--- src/core/cca_regs.svh ---
`ifndef CCA_REGS_SVH
`define CCA_REGS_SVH
// function codes
`define CCA_FN_ADD      3'h0
`define CCA_FN_SUB      3'h1
`define CCA_FN_ADD_OR_SUB_CELLS   3'h2
`define CCA_FN_INC      3'h3
`define CCA_FN_DEC      3'h4
`define CCA_FN_UPDOWN   3'h5
`define CCA_FN_TWOS     3'h6
// seed source codes for the least significant end
`define CCA_SEED_CIN    2'h0
`define CCA_SEED_IN1    2'h1
`define CCA_SEED_INV3   2'h2
`define CCA_SEED_CONST  2'h3
// default datapath width
`define CCA_WIDTH       8
`endif

--- src/core/cca_pkg.sv ---
package cca_pkg;
    // operation selected by the surrounding logic
    typedef logic [2:0] cca_fn_t;
    // carry stage configuration shared by every stage
    typedef struct packed {
        logic b_invert;   // polarity control of b
        logic b_gate;     // high forces b to zero
    } cca_stage_cfg_s;
    // outputs of the datapath
    typedef struct packed {
        logic sum_msb;
        logic carry;
        logic ovf;
    } cca_flags_s;
    // registered state of the top module
    typedef struct packed {
        logic [31:0] sum;
        logic        carry;
        logic        ovf;
        logic        msb_carry_in;
    } cca_state_s;
endpackage

--- src/core/cca_arith_unit.sv ---
`include "cca_regs.svh"
// Function
// - carry out is a if equal, else cin
// - initialization section plus chained main section
// - init cell holds at most one sum bit
// - seed from chain carry, in1, inverted in3, or constant
// - top section gives carry and overflow
// - final carry examined past overflow cell
// - bypassed top stage recomputed for overflow
// - subtract inverts b into carry and sum
// - carry is active low borrow in subtract
// - subtract lsb variant forces carry high
// - add/sub select drives both stage and generator
// - increment gates b, high carry increments
// - increment init seeds asserted carry
// - decrement gates b, low carry decrements
// - up/down carry polarity follows mode
// - dual-bit up/down base asserts carry
// - two's complement is decrement then invert
// - carry stage independent of generators
// - b polarity control and b gate
module cca_arith_unit #(
    parameter int WIDTH = `CCA_WIDTH
) (
    // clock and reset
    input  wire logic             SYS_CLK_IN,
    input  wire logic             SYS_RST_IN,
    // operands
    input  wire logic [WIDTH-1:0] OPA_IN,
    input  wire logic [WIDTH-1:0] OPB_IN,
    // function and mode controls
    input  wire logic [2:0]       FUNC_IN,
    input  wire logic             ADD_SUB_IN,     // 1 adds, 0 subtracts (gen input three)
    input  wire logic             UP_DOWN_IN,     // 1 counts up, 0 down
    // seed controls
    input  wire logic [1:0]       SEED_SEL_IN,
    input  wire logic             CARRY_IN,       // chain carry from another stage
    input  wire logic             SEED_IN1_IN,
    input  wire logic             SEED_CONST_IN,
    input  wire logic             FORCE_LSB_IN,   // force lsb carry: high for sub/inc, low for dec/twos, per mode for up/down and add/sub
    // results
    output logic [WIDTH-1:0]      SUM_OUT,
    output logic                  CARRY_OUT,
    output logic                  OVF_OUT
);
    cca_pkg::cca_state_s     state_reg;     // registered results
    cca_pkg::cca_state_s     state_next;    // next results
    cca_pkg::cca_stage_cfg_s cfg;           // stage configuration
    logic                    sum_inv;       // output inversion for two's complement
    logic                    seed_raw;      // seed from the init cell
    logic                    seed;          // carry entering bit 0
    logic                    in3;           // value on generator input three
    logic [WIDTH:0]          chain;         // carry chain, chain[i] into bit i
    logic [WIDTH-1:0]        sum;           // combinational sum bits
    logic                    top_cout;      // recomputed top carry
    logic                    b_top;         // top b after controls

    // add/sub or up/down select feeds input three of each generator
    assign in3 = (FUNC_IN == `CCA_FN_UPDOWN) ? UP_DOWN_IN : ADD_SUB_IN;

    // decode stage polarity and gating per function
    always_comb begin
        cfg     = '0;
        sum_inv = 1'b0;
        unique case (FUNC_IN)
            `CCA_FN_ADD:    cfg = '{b_invert: 1'b0, b_gate: 1'b0};
            `CCA_FN_SUB:    cfg = '{b_invert: 1'b1, b_gate: 1'b0};
            `CCA_FN_ADD_OR_SUB_CELLS: cfg = '{b_invert: ~in3, b_gate: 1'b0};
            `CCA_FN_INC:    cfg = '{b_invert: 1'b0, b_gate: 1'b1};
            `CCA_FN_DEC:    cfg = '{b_invert: 1'b1, b_gate: 1'b1};
            `CCA_FN_UPDOWN: cfg = '{b_invert: ~in3, b_gate: 1'b1};
            `CCA_FN_TWOS: begin
                cfg     = '{b_invert: 1'b1, b_gate: 1'b1};
                sum_inv = 1'b1;
            end
            default:        cfg = '0;
        endcase
    end

    // initialization cell selects the chain seed
    cca_seed u_seed (
        .src_in   (CARRY_IN),
        .sel_in   (SEED_SEL_IN),
        .in1_in   (SEED_IN1_IN),
        .in3_in   (in3),
        .const_in (SEED_CONST_IN),
        .seed_out (seed_raw)
    );

    // fixed lsb variants: sub/inc seed high, dec/twos seed low, updown and add/sub per mode
    always_comb begin
        seed = seed_raw;
        if (FORCE_LSB_IN) begin
            unique case (FUNC_IN)
                `CCA_FN_SUB:    seed = 1'b1;
                `CCA_FN_INC:    seed = 1'b1;
                `CCA_FN_DEC:    seed = 1'b0;
                `CCA_FN_TWOS:   seed = 1'b0;
                `CCA_FN_UPDOWN: seed = in3;
                `CCA_FN_ADD_OR_SUB_CELLS: seed = ~in3;
                default:        seed = seed_raw;
            endcase
        end
    end

    assign chain[0] = seed;

    // linear ripple cascade of carry stages
    genvar gi;
    generate
        for (gi = 0; gi < WIDTH; gi++) begin : g_bit
            cca_carry_stage u_stage (
                .a_in       (OPA_IN[gi]),
                .b_in       (OPB_IN[gi]),
                .cin_in     (chain[gi]),
                .cfg_in     (cfg),
                .sum_inv_in (sum_inv),
                .sum_out    (sum[gi]),
                .cout_out   (chain[gi+1])
            );
        end
    endgenerate

    // top carry recomputed from operand bits as extra cell would
    assign b_top    = (OPB_IN[WIDTH-1] & ~cfg.b_gate) ^ cfg.b_invert;
    assign top_cout = (OPA_IN[WIDTH-1] == b_top) ? OPA_IN[WIDTH-1] : chain[WIDTH-1];

    // capture results; overflow is final carry xor carry into top bit
    always_comb begin
        state_next              = state_reg;
        state_next.sum          = '0;
        state_next.sum[WIDTH-1:0] = sum;
        state_next.carry        = top_cout;
        state_next.ovf          = top_cout ^ chain[WIDTH-1];
        state_next.msb_carry_in = chain[WIDTH-1];
    end

    // result register
    always_ff @(posedge SYS_CLK_IN or posedge SYS_RST_IN) begin
        if (SYS_RST_IN) begin
            state_reg <= '0;
        end else begin
            state_reg <= state_next;
        end
    end

    assign SUM_OUT   = state_reg.sum[WIDTH-1:0];
    assign CARRY_OUT = state_reg.carry;
    assign OVF_OUT   = state_reg.ovf;

    // reference arithmetic for checks
    logic [WIDTH:0] ref_add;
    assign ref_add = {1'b0, OPA_IN} + {1'b0, OPB_IN} + {{WIDTH{1'b0}}, seed};

    // reference values for the subtract, add/sub, seed and forced-seed checks
    logic [WIDTH:0]   ref_sub;       // a plus inverted b plus seed
    logic [WIDTH-1:0] b_sel;         // b as the add/sub select leaves it
    logic [WIDTH:0]   ref_add_or_sub_cells;    // a plus selected b plus seed
    logic [WIDTH-1:0] ab_sum;        // plain a plus b
    logic [WIDTH-1:0] ab_diff;       // plain a minus b
    logic [WIDTH-1:0] one_w;         // the value one at datapath width
    assign ref_sub    = {1'b0, OPA_IN} + {1'b0, ~OPB_IN} + {{WIDTH{1'b0}}, seed};
    assign b_sel      = ADD_SUB_IN ? OPB_IN : ~OPB_IN;
    assign ref_add_or_sub_cells = {1'b0, OPA_IN} + {1'b0, b_sel} + {{WIDTH{1'b0}}, seed};
    assign ab_sum     = OPA_IN + OPB_IN;
    assign ab_diff    = OPA_IN - OPB_IN;
    assign one_w      = {{(WIDTH-1){1'b0}}, 1'b1};

    AST_ADD_SUM: assert property (@(posedge SYS_CLK_IN) disable iff (SYS_RST_IN)
        (FUNC_IN == `CCA_FN_ADD) |=> SUM_OUT == $past(ref_add[WIDTH-1:0]))
        else $error("add sum wrong");
    AST_ADD_CARRY: assert property (@(posedge SYS_CLK_IN) disable iff (SYS_RST_IN)
        (FUNC_IN == `CCA_FN_ADD) |=> CARRY_OUT == $past(ref_add[WIDTH]))
        else $error("add carry wrong");
    AST_SUB: assert property (@(posedge SYS_CLK_IN) disable iff (SYS_RST_IN)
        (FUNC_IN == `CCA_FN_SUB) |=> SUM_OUT == $past(OPA_IN - OPB_IN - {{(WIDTH-1){1'b0}}, ~seed}))
        else $error("sub result wrong");
    AST_INC: assert property (@(posedge SYS_CLK_IN) disable iff (SYS_RST_IN)
        (FUNC_IN == `CCA_FN_INC) |=> SUM_OUT == $past(OPA_IN + {{(WIDTH-1){1'b0}}, seed}))
        else $error("inc result wrong");
    AST_DEC: assert property (@(posedge SYS_CLK_IN) disable iff (SYS_RST_IN)
        (FUNC_IN == `CCA_FN_DEC) |=> SUM_OUT == $past(OPA_IN - {{(WIDTH-1){1'b0}}, ~seed}))
        else $error("dec result wrong");
    AST_TWOS: assert property (@(posedge SYS_CLK_IN) disable iff (SYS_RST_IN)
        (FUNC_IN == `CCA_FN_TWOS && !seed) |=> SUM_OUT == $past(~OPA_IN + 1'b1))
        else $error("twos complement wrong");
    AST_OVF: assert property (@(posedge SYS_CLK_IN) disable iff (SYS_RST_IN)
        (FUNC_IN == `CCA_FN_ADD) |=> OVF_OUT ==
        $past((OPA_IN[WIDTH-1] == OPB_IN[WIDTH-1]) && (ref_add[WIDTH-1] != OPA_IN[WIDTH-1])))
        else $error("overflow wrong");
    AST_SUB_LSB: assert property (@(posedge SYS_CLK_IN) disable iff (SYS_RST_IN)
        (FUNC_IN == `CCA_FN_SUB && FORCE_LSB_IN) |=> SUM_OUT == $past(OPA_IN - OPB_IN))
        else $error("forced no-borrow wrong");
    AST_UPDOWN: assert property (@(posedge SYS_CLK_IN) disable iff (SYS_RST_IN)
        (FUNC_IN == `CCA_FN_UPDOWN && FORCE_LSB_IN && UP_DOWN_IN) |=> SUM_OUT == $past(OPA_IN + 1'b1))
        else $error("up count wrong");

    // subtract carry is the raw chain carry, high means no borrow
    AST_SUB_CARRY: assert property (@(posedge SYS_CLK_IN) disable iff (SYS_RST_IN)
        (FUNC_IN == `CCA_FN_SUB) |=> CARRY_OUT == $past(ref_sub[WIDTH]))
        else $error("sub carry wrong");

    // subtract overflow uses the inverted b, same definition as add
    AST_SUB_OVF: assert property (@(posedge SYS_CLK_IN) disable iff (SYS_RST_IN)
        (FUNC_IN == `CCA_FN_SUB) |=> OVF_OUT == $past((OPA_IN[WIDTH-1] != OPB_IN[WIDTH-1])
        && (ref_sub[WIDTH-1] != OPA_IN[WIDTH-1])))
        else $error("sub overflow wrong");

    // add/sub select flips b in stage and generator together
    AST_ADD_OR_SUB_CELLS_SUM: assert property (@(posedge SYS_CLK_IN) disable iff (SYS_RST_IN)
        (FUNC_IN == `CCA_FN_ADD_OR_SUB_CELLS) |=> SUM_OUT == $past(ref_add_or_sub_cells[WIDTH-1:0]))
        else $error("add_or_sub_cells sum wrong");

    // add/sub carry follows the selected b polarity
    AST_ADD_OR_SUB_CELLS_CARRY: assert property (@(posedge SYS_CLK_IN) disable iff (SYS_RST_IN)
        (FUNC_IN == `CCA_FN_ADD_OR_SUB_CELLS) |=> CARRY_OUT == $past(ref_add_or_sub_cells[WIDTH]))
        else $error("add_or_sub_cells carry wrong");

    // add/sub overflow on the selected b
    AST_ADD_OR_SUB_CELLS_OVF: assert property (@(posedge SYS_CLK_IN) disable iff (SYS_RST_IN)
        (FUNC_IN == `CCA_FN_ADD_OR_SUB_CELLS) |=> OVF_OUT == $past((OPA_IN[WIDTH-1] == b_sel[WIDTH-1])
        && (ref_add_or_sub_cells[WIDTH-1] != OPA_IN[WIDTH-1])))
        else $error("add_or_sub_cells overflow wrong");

    // forced add/sub seed is unasserted in both modes
    AST_ADD_OR_SUB_CELLS_FORCE: assert property (@(posedge SYS_CLK_IN) disable iff (SYS_RST_IN)
        (FUNC_IN == `CCA_FN_ADD_OR_SUB_CELLS && FORCE_LSB_IN) |=> SUM_OUT == $past(ADD_SUB_IN ? ab_sum : ab_diff))
        else $error("add_or_sub_cells forced seed wrong");

    // increment carries out only when a is all ones and carry is high
    AST_INC_CARRY: assert property (@(posedge SYS_CLK_IN) disable iff (SYS_RST_IN)
        (FUNC_IN == `CCA_FN_INC) |=> CARRY_OUT == $past((&OPA_IN) && seed))
        else $error("inc carry wrong");

    // increment init cell seeds an asserted carry
    AST_INC_FORCE: assert property (@(posedge SYS_CLK_IN) disable iff (SYS_RST_IN)
        (FUNC_IN == `CCA_FN_INC && FORCE_LSB_IN) |=> SUM_OUT == $past(OPA_IN + one_w))
        else $error("inc forced seed wrong");

    // decrement borrows out only from zero with borrow asserted
    AST_DEC_CARRY: assert property (@(posedge SYS_CLK_IN) disable iff (SYS_RST_IN)
        (FUNC_IN == `CCA_FN_DEC) |=> CARRY_OUT == $past((|OPA_IN) || seed))
        else $error("dec carry wrong");

    // decrement init cell seeds a low carry
    AST_DEC_FORCE: assert property (@(posedge SYS_CLK_IN) disable iff (SYS_RST_IN)
        (FUNC_IN == `CCA_FN_DEC && FORCE_LSB_IN) |=> SUM_OUT == $past(OPA_IN - one_w))
        else $error("dec forced seed wrong");

    // up/down base cell in down mode counts down
    AST_UPDOWN_DOWN: assert property (@(posedge SYS_CLK_IN) disable iff (SYS_RST_IN)
        (FUNC_IN == `CCA_FN_UPDOWN && FORCE_LSB_IN && !UP_DOWN_IN) |=> SUM_OUT == $past(OPA_IN - one_w))
        else $error("down count wrong");

    // unasserted carry or borrow passes a in either mode
    AST_UPDOWN_HOLD: assert property (@(posedge SYS_CLK_IN) disable iff (SYS_RST_IN)
        (FUNC_IN == `CCA_FN_UPDOWN && seed != UP_DOWN_IN) |=> SUM_OUT == $past(OPA_IN))
        else $error("up/down pass wrong");

    // complementer with no borrow just inverts a
    AST_TWOS_PASS: assert property (@(posedge SYS_CLK_IN) disable iff (SYS_RST_IN)
        (FUNC_IN == `CCA_FN_TWOS && seed) |=> SUM_OUT == $past(~OPA_IN))
        else $error("twos pass wrong");

    // forced low seed makes the complementer negate a
    AST_TWOS_FORCE: assert property (@(posedge SYS_CLK_IN) disable iff (SYS_RST_IN)
        (FUNC_IN == `CCA_FN_TWOS && FORCE_LSB_IN) |=> SUM_OUT == $past(~OPA_IN + one_w))
        else $error("twos forced seed wrong");

    // chain carry pin seeds the adder when selected
    AST_SEED_CIN: assert property (@(posedge SYS_CLK_IN) disable iff (SYS_RST_IN)
        (FUNC_IN == `CCA_FN_ADD && SEED_SEL_IN == `CCA_SEED_CIN) |=>
        SUM_OUT == $past(ab_sum + {{(WIDTH-1){1'b0}}, CARRY_IN}))
        else $error("carry pin seed wrong");

    // input one seeds the adder when selected
    AST_SEED_IN1: assert property (@(posedge SYS_CLK_IN) disable iff (SYS_RST_IN)
        (FUNC_IN == `CCA_FN_ADD && SEED_SEL_IN == `CCA_SEED_IN1) |=>
        SUM_OUT == $past(ab_sum + {{(WIDTH-1){1'b0}}, SEED_IN1_IN}))
        else $error("input one seed wrong");

    // inverted input three seeds the adder when selected
    AST_SEED_INV3: assert property (@(posedge SYS_CLK_IN) disable iff (SYS_RST_IN)
        (FUNC_IN == `CCA_FN_ADD && SEED_SEL_IN == `CCA_SEED_INV3) |=>
        SUM_OUT == $past(ab_sum + {{(WIDTH-1){1'b0}}, ~ADD_SUB_IN}))
        else $error("inverted input three seed wrong");

    // constant seeds the adder when selected
    AST_SEED_CONST: assert property (@(posedge SYS_CLK_IN) disable iff (SYS_RST_IN)
        (FUNC_IN == `CCA_FN_ADD && SEED_SEL_IN == `CCA_SEED_CONST) |=>
        SUM_OUT == $past(ab_sum + {{(WIDTH-1){1'b0}}, SEED_CONST_IN}))
        else $error("constant seed wrong");

    COV_ADD_CARRY: cover property (@(posedge SYS_CLK_IN) FUNC_IN == `CCA_FN_ADD ##1 CARRY_OUT);
    COV_OVF:       cover property (@(posedge SYS_CLK_IN) FUNC_IN == `CCA_FN_ADD_OR_SUB_CELLS ##1 OVF_OUT);
    COV_DEC_WRAP:  cover property (@(posedge SYS_CLK_IN) FUNC_IN == `CCA_FN_DEC && OPA_IN == '0 && !seed);
    COV_TWOS:      cover property (@(posedge SYS_CLK_IN) FUNC_IN == `CCA_FN_TWOS);
    // down count through the base cell
    COV_DOWN:      cover property (@(posedge SYS_CLK_IN) FUNC_IN == `CCA_FN_UPDOWN && FORCE_LSB_IN && !UP_DOWN_IN);
endmodule

--- src/core/cca_carry_stage.sv ---
// one carry stage: mux between operand a and the incoming carry
module cca_carry_stage (
    input  wire logic                    a_in,
    input  wire logic                    b_in,
    input  wire logic                    cin_in,
    input  wire cca_pkg::cca_stage_cfg_s cfg_in,
    input  wire logic                    sum_inv_in,
    output logic                         sum_out,
    output logic                         cout_out
);
    logic b_eff;   // b after gate and polarity control
    // gate b before inverting it, so decrement sees all ones
    assign b_eff = (b_in & ~cfg_in.b_gate) ^ cfg_in.b_invert;
    // equal operands give a, different ones pass the carry
    assign cout_out = (a_in == b_eff) ? a_in : cin_in;
    // generator uses the same modified b, optional output inversion
    assign sum_out = a_in ^ b_eff ^ cin_in ^ sum_inv_in;
endmodule

--- src/core/cca_seed.sv ---
`include "cca_regs.svh"
// initialization cell at the least significant end
module cca_seed (
    input  wire logic       src_in,   // chain carry from another stage
    input  wire logic [1:0] sel_in,
    input  wire logic       in1_in,
    input  wire logic       in3_in,
    input  wire logic       const_in,
    output logic            seed_out
);
    // choose carry seed from chain carry, pin one, inverted pin three or constant
    always_comb begin
        unique case (sel_in)
            `CCA_SEED_IN1:  seed_out = in1_in;
            `CCA_SEED_INV3: seed_out = ~in3_in;
            `CCA_SEED_CONST: seed_out = const_in;
            `CCA_SEED_CIN:  seed_out = src_in;   // chain carry from another stage
        endcase
    end
endmodule

--- config.mk ---
export PLATFORM = sky130hd
export DESIGN_NAME = cca_arith_unit
export DESIGN_NICKNAME = d
export VERILOG_FILES = /design/src/core/cca_pkg.sv /design/src/core/cca_arith_unit.sv /design/src/core/cca_carry_stage.sv /design/src/core/cca_seed.sv
export VERILOG_INCLUDE_DIRS = /design/src /design/src/core
export SDC_FILE = /design/constraint.sdc
export NUM_CORES = 1
export LEC_CHECK = 0
export ABC_AREA = 1
export BUFFER_PORTS_ARGS = -buffer_cell sky130_fd_sc_hd__buf_4
export CORE_ASPECT_RATIO = 0.75
export CORE_UTILIZATION = 45
export DETAILED_ROUTE_END_ITERATION = 6
export PLACE_DENSITY = 0.72
export SLEW_MARGIN = 30
export SYNTH_ARGS = -nofsm -noshare
export SYNTH_HDL_FRONTEND = slang
export SYNTH_HIERARCHICAL = 1
export SYNTH_SLANG_ARGS = --single-unit
--- constraint.sdc ---
create_clock -name SYS_CLK_IN -period 0.8 [get_ports SYS_CLK_IN]
set_clock_uncertainty 0.05 [all_clocks]
set_input_delay 0.04 -clock SYS_CLK_IN [delete_from_list [all_inputs] [get_ports SYS_CLK_IN]]
set_output_delay 0.04 -clock SYS_CLK_IN [all_outputs]
set_load 0.05 [all_outputs]
* Word-level counts from Yosys, hierarchy flattened
Cells that the tools add are included.
** Storage, ports and cells
- Register bits after elaboration :: 10
- Bits of input ports :: 29
- Output and inout port bits :: 10
- Logic and storage cells :: 80
** Operators by class
- Equality and inequality tests :: 17
- Mux-type cells :: 14
- Bitwise logic cells :: 43
- Reductions and logical operators :: 3
** Operators with widths (count)
- 1-bit XOR :: 33
- 1-bit two-way mux :: 11
- 2-bit case mux with 5 select lines :: 1
- 3-bit equality test (second input constant) :: 3
- 1-bit AND :: 8
- 1-bit equality test :: 8
- 1-bit case mux with 4 select lines :: 2
- 3-bit by 2-bit equality test with 1-bit output (second input constant) :: 2
- 2-bit equality test (second input constant) :: 2
- 2-bit OR reduction :: 2
- 3-bit by 1-bit equality test with 1-bit output (second input constant) :: 1
- 2-bit by 1-bit equality test with 1-bit output (second input constant) :: 1
- 2-bit logical NOT :: 1
- 1-bit inverter :: 2

* Depth between registers and ports, before layout
Gate-level depths: netlist of run 1.
- Depth after elaboration :: 17
- Mapped depth :: 28
- Mapped depth without buffers :: 28

* Modules after synthesis
Netlist of run 1, hierarchy kept.
** By module, submodules not included
- cca_carry_stage :: times used 8, cells each 20, area each 95.1 um2, seq. area each 0.0 um2
- cca_arith_unit :: times used 1, cells each 52, area each 455.4 um2, seq. area each 250.2 um2
- cca_seed :: times used 1, cells each 12, area each 47.5 um2, seq. area each 0.0 um2

* Worst setup path before layout of run 1
No wires, ideal clock.
- Kind :: input-to-reg
- Start point :: input FUNC_IN[1]
- End point :: register state_reg, in the netlist SUM_OUT[7]
- Setup time :: 118 ps
- Arrival time :: 2319 ps
- Data required time :: 632 ps
- Setup slack :: -1687 ps
- Cell stages on the path :: 25
- Path buffers :: 0
- Path through :: inv_1 > nand2_2 > nand3_2 > inv_2 > nand2_1 > nand2_2 > nand2_1 > nand2_2 > nand3_1 > nand2_1 > nand3_1 > nand2_1 > nand3_1 > nand2_1 > nand3_1 > nand2_1 > nand3_1 > nand2_1 > nand3_1 > nand2_1 > nand3_1 > nand2_1 > nand3_1 > nand3_1 > nand2_1
** RTL lines
- start: declaration :: line cca_arith_unit.sv:32 : input wire logic [2:0] FUNC_IN,
- end signal: assignment :: line cca_arith_unit.sv:143 : state_reg <= state_next;
- end: declaration :: line cca_arith_unit.sv:46 : cca_pkg::cca_state_s state_reg;

==> impl_results.md, run 1 <==
- Yosys warns: 6
- Vias in the first global route: 1673
- Area grow syn2layout: 99.1%
- FMAX: 394 MHz
- WL per Instance: 21.8 µm
- Fill cells: 78
- CP endpoint kind: flip-flop
- CP Data Arrival Time: 2600 ps
- Final period util: 317%
- Detailed placement HPWL: 2600 µm
- GP Congestion: 0.911
- Die ar.: 0.00302 mm²
- Status: finished, violations left
- Fraction of final layout cells sized beyond drive strength 1: 64.5%
- CTS sink cnt: 10
- Initial Util: 47.7%
- Min setup slack post-route: -1740 ps
- Crit-path leading delay family: simple AND/OR/NAND/NOR gates
- CP bufs+invs: 5
- Final slew viol count: 0
- Post-Synthesis Cells: 223
- Worst vdd ir: 1.66 mV
- H-tree lvl count: 1
- Min Tclk post-route: 2540 ps
- Clock Tree Buf Depth: 2
- Largest net degree at the start of global routing: 11
- Pre-CTS WS: -1890 ps
- Vias per cell: 6.31
- Avg Cell Area, Syn: 5.65 µm²
- Final WL: 7860 µm
- Slew @ Worst Pin: 459 ps
- Diodes inserted: 0
- Initial DRC Count: 288
- Clk slew on worst S/H paths: 50 ps
- Placed inst area: 0.00185 mm²
- First-pass GRT wire length: 7770 µm
- Post-route cell area: 0.00251 mm²
- Setup total negative slack: -15060 ps
- CP max stage delay: 150 ps
- I/O Buffers: 38
- Total track usage: 34.2%
- Critical path class: in -> reg
- Worst EP required: 860 ps
- Core Area: 0.00264 mm²
- Leakage: 1.39 nW
- Crit path launch: FUNC_IN[1]
- TritonCTS clock tree: done
- Critical path's slowest cell: buf_6
- Worst Path Max Fanout: 7
- Final std cells w/o fill: 360
- FP Rows: 16
- DRT antenna net count: 0
- NumNets Final: 354
- RSZ-0062 raised after global routing: true
- Total CTS buffers: 3
- Area of the mapped netlist: 0.00126 mm²
- Final hold viol count: 0
- Hold slack final: 60.4 ps
- PwrDens: 1800 mW/mm²
- Top Ports: 39
- Final setup fails: 20
- Max-cap viol count: 0
- Root buffer cell: clkbuf_8
- Logic depth of the worst path, buffers included: 26
- Vias: 2271
- DRC viols: 0
- Die X: 63.1 µm
- GR Overflow Total: 0
- Initial antenna violation count: 0
- Max_slew headroom: 69.3%
- HP Class: in -> reg
- Placed cell count: 320
- DIE HEIGHT: 47.8 µm
- Worst Setup Start Kind: input port
- Worst Setup EP: SUM_OUT[7]$_DFF_PP0_
- DRT Pass-1 Iters: 7
- Total nets after synthesis: 252
- Failing checks: setup timing
layer usage:
layer / vias up / GRT usage [%] / routed length, µm
met5: - / 0 / 0
met4: 0 / 13.5 / 903
met1: 1014 / 42.8 / 2540
li1: 893 / - / -
met3: 112 / 8.33 / 1020
met2: 252 / 58.7 / 3390
tightest hold or removal path, stage by stage:
cell	delay [ps]
buf_4	130
nand3_1	90
nand2_1	60
layout by cell type, fill, tap and decap left out, drive strengths merged:
cell / instances
nor2: 5
inv: 54
nand4: 2
nand3: 58
dfrtp: 10
clkinv: 1
nand2: 89
buf: 96
clkbuf: 4
o211ai: 1
dlygate4sd3: 1
o21ai: 2
a21oi: 1
per-stage QoR:
step	util [%]	power, mW
2_1_floorplan	-	1.89
3_3_place_gp	70.0	2.48
3_5_place_dp	70.0	2.50
4_1_cts	88.0	3.80
5_1_grt	94.9	4.63
6_report	94.9	4.53
what timing repair did:
action / in CTS / in global routing
buffers inserted: 41 / 11
hold buffers: 1 / 0
pin swaps: 31 / 18
gates resized for setup: 57 / 30
endpoints found under the hold margin: 10 / 0
endpoints found under the setup margin: 20 / 20
flip-flops by register name, indices dropped and copies added, names as in the netlist:
register   flops
CARRY_OUT      1
SUM_OUT        8
OVF_OUT        1
final cells by class:
type                    instances  area, µm²  area share, %
inverters                      55        235           9.38
repair buffers                 97        837           33.4
well taps                      36       45.0           1.80
multi-input cells             158       1090           43.3
flip-flops and latches         10        250           9.98
clock buffers                   4       55.1           2.19
report_power, final:
part           internal, mW  switching, mW
Combinational          1.30           1.86
Clock                 0.435          0.245
Sequential            0.622         0.0638
worst min path at each step:
stage                     from              endpoint  slack, ps  cells past startpoint
CTS                  OPA_IN[7]   CARRY_OUT$_DFF_PP0_          5                      3
global placement    SYS_RST_IN  SUM_OUT[7]$_DFF_PP0_         20                      2
detailed placement  SYS_RST_IN   CARRY_OUT$_DFF_PP0_         20                      2
floorplan           SYS_RST_IN   CARRY_OUT$_DFF_PP0_       -170                      1
global route         OPA_IN[7]     OVF_OUT$_DFF_PP0_         60                      3
finish               OPA_IN[7]     OVF_OUT$_DFF_PP0_         60                      3
(Power assumes the default switching activity.)
==> inputs of run 2 (changes only) <==
==> constraint.sdc (replaced) <==
create_clock -name SYS_CLK_IN -period 3.3 [get_ports SYS_CLK_IN]
set_clock_uncertainty 0.05 [all_clocks]
set_input_delay 0.165 -clock SYS_CLK_IN [delete_from_list [all_inputs] [get_ports SYS_CLK_IN]]
set_output_delay 0.165 -clock SYS_CLK_IN [all_outputs]
set_load 0.05 [all_outputs]
==> run 2 against run 1 <==
Against the previous run: the run now ends clean; sequential power shrank 77%; routed wire length down 65%; combinational power decreased by 87%; largest power group unchanged.
==> impl_results.md, run 2 (same netlist as run 1, synthesis figures left out) <==
- Largest net degree at the start of global routing: 17 (was 11)
- DRT antenna net count: 0 (unchanged)
- Top Ports: 39 (unchanged)
- P_int: 0.365 mW (was 2.35 mW)
- GP Congestion: 0.829 (was 0.911)
- Area grow syn2layout: 31.9% (was 99.1%)
- HP Class: in -> reg (unchanged)
- CP endpoint kind: flip-flop (unchanged)
- Min setup slack post-route: 475 ps (was -1740 ps)
- Fraction of final layout cells sized beyond drive strength 1: 37.1% (was 64.5%)
- Pre-CTS WS: 206 ps (was -1890 ps)
- DRT Pass-1 Iters: 4 (was 7)
- Diodes inserted: 0 (unchanged)
- Combinational fraction of design power: 58.7% (was 69.8%)
- RSZ-0062 raised after global routing: false (was true)
- HP Start: OPA_IN[7] (unchanged)
- Total track usage: 20.6% (was 34.2%)
- Final std cells w/o fill: 303 (was 360)
- Crit path launch: FUNC_IN[1] (unchanged)
- Clk slew on worst S/H paths: 40 ps (was 50 ps)
- GR Overflow Total: 0 (unchanged)
- Die X: 63.1 µm (unchanged)
- Leakage: 1.00 nW (was 1.39 nW)
- Max-cap viol count: 0 (unchanged)
- Most frequent cells in the layout: nand2_1 (62), nand3_1 (47), buf_4 (40), inv_1 (39), nand2_2 (27) (was buf_4 (70), nand2_1 (48), nand2_2 (36), inv_1 (30), nand3_2 (29))
- I/O Buffers: 38 (unchanged)
- Critical path class: in -> reg (unchanged)
- Leading cell type in the layout, fill and taps excluded: nand2_1 (was buf_4)
- CTS sink cnt: 10 (unchanged)
- Total CTS buffers: 3 (unchanged)
- Vias in the first global route: 1161 (was 1673)
- Switching power: 0.318 mW (was 2.17 mW)
- Root buffer cell: clkbuf_8 (unchanged)
- PwrDens: 411 mW/mm² (was 1800 mW/mm²)
- Core Area: 0.00264 mm² (unchanged)
- Final WL: 2750 µm (was 7860 µm)
- Sequential fraction of design power: 23.0% (was 15.1%)
- Vias: 1374 (was 2271)
- Most Frequent Cell on Critical Path: nand3_1
- CP Data Arrival Time: 2940 ps (was 2600 ps)
- Setup total negative slack: 0 ps (was -15060 ps)
- Vias per cell: 4.53 (was 6.31)
- FP Rows: 16 (unchanged)
- Worst vdd ir: 0.172 mV (was 1.66 mV)
- DRC viols: 0 (unchanged)
- FMAX: 354 MHz
- Final setup fails: 0 (was 20)
- Initial antenna violation count: 0 (unchanged)
- Worst Setup Start Kind: input port (unchanged)
- Post-route cell area: 0.00166 mm² (was 0.00251 mm²)
- Sw Ratio: 46.6% (was 48.0%)
- Initial DRC Count: 55 (was 288)
- Max reg flops: 8 (unchanged)
- Min Tclk post-route: 2820 ps
- Worst EP required: 3420 ps (was 860 ps)
- CP max stage delay: 150 ps (about the same)
- Slew @ Worst Pin: 613 ps (was 459 ps)
- Worst Path Max Fanout: 7 (unchanged)
- Final period util: 85.6%
- Setup Fix Bufs, Post-CTS: 0 (was 41)
- Placed cell count: 299 (was 320)
- Clock Tree Buf Depth: 2 (unchanged)
- Die ar.: 0.00302 mm² (unchanged)
- Final hold viol count: 0 (unchanged)
- Max_slew headroom: 59.1% (was 69.3%)
- Initial Util: 47.7% (unchanged)
- Final slew viol count: 0 (unchanged)
- First-pass GRT wire length: 4840 µm (was 7770 µm)
- Placed inst area: 0.00161 mm² (was 0.00185 mm²)
- Critical path's slowest cell: nor2_1 (was buf_6)
- WL per Instance: 9.09 µm (was 21.8 µm)
- Detailed placement HPWL: 2260 µm (was 2600 µm)
- TritonCTS clock tree: done (unchanged)
- Design Power: 0.683 mW (was 4.53 mW)
- Clk pwr share: 18.3% (was 15.0%)
- DIE HEIGHT: 47.8 µm (unchanged)
- H-tree lvl count: 1 (unchanged)
- Status: finished clean (was finished, violations left)
- NumNets Final: 298 (was 354)
-- run 2: changes by cell type in the layout (fill, tap and decap cells not counted), moves of 2 or more --
| cell | delta |
|---|---|
| buf_4 | -30 |
| o21ai_2 | -2 |
| nand2_4 | -4 |
| nand2_2 | -9 |
| nand3_1 | +26 |
| inv_1 | +9 |
| nand3_4 | -8 |
| buf_6 | -25 |
| inv_4 | -3 |
| nand3_2 | -18 |
| nand2_1 | +14 |
| inv_2 | -4 |
-- run 2: final cells by class --
cell class / instances / area, µm²
Clock buffer: 3 / 41.3
Fill cell: 286 / 981
Inverter: 55 / 206
Multi-Input combinational cell: 158 / 808
Sequential cell: 10 / 250
Tap cell: 36 / 45.0
Timing Repair Buffer: 41 / 310
-- run 2: power by group through the flow --
stage                     sequential (mW)  clock, mW  combinational, mW
after floorplan                     0.261          0              0.184
after global placement              0.160          0              0.396
after detailed placement            0.160          0              0.398
after CTS                           0.158      0.127              0.401
after global routing                0.160      0.135              0.447
final                               0.157      0.125              0.401
-- run 2: repair_timing --
| item | 4_1_cts | 5_1_grt |
|---|---|---|
| endpoints found under the hold margin | 10 | 0 |
| hold buffers | 1 | 0 |
| endpoints found under the setup margin | 0 | 1 |
| gates resized for setup | 0 | 1 |
-- run 2: worst max-delay path: cells and delay by family --
kind                   cells  cell delay [ps]
and+or+nand+nor           23             2350
buffers and inverters      3              300
AOI/OAI and AO/OA          2              130
-- run 2: stage by stage --
stage	util, %	hold WS (ps)
global route	62.9	179
floorplan	-	-44.8
CTS	62.7	162
global placement	60.7	117
detailed placement	60.7	125
finish	62.9	164
-- run 2: path summary, 6_finish.rpt --
path / slack, ps / end / depth (start not counted)
min in group asynchronous: 430 / SUM_OUT[1]$_DFF_PP0_ / 3
setup / recovery: 480 / SUM_OUT[7]$_DFF_PP0_ / 28
max in group asynchronous: 2480 / SUM_OUT[0]$_DFF_PP0_ / 3
hold / removal: 160 / CARRY_OUT$_DFF_PP0_ / 3
-- run 2: layer usage --
metal	vias to the layer above	wire length, µm	GRT usage, %
met4	0	14	4.19
li1	776	-	-
met1	561	1440	28.5
met5	-	0	0
met2	35	1150	34.2
met3	2	150	3.81
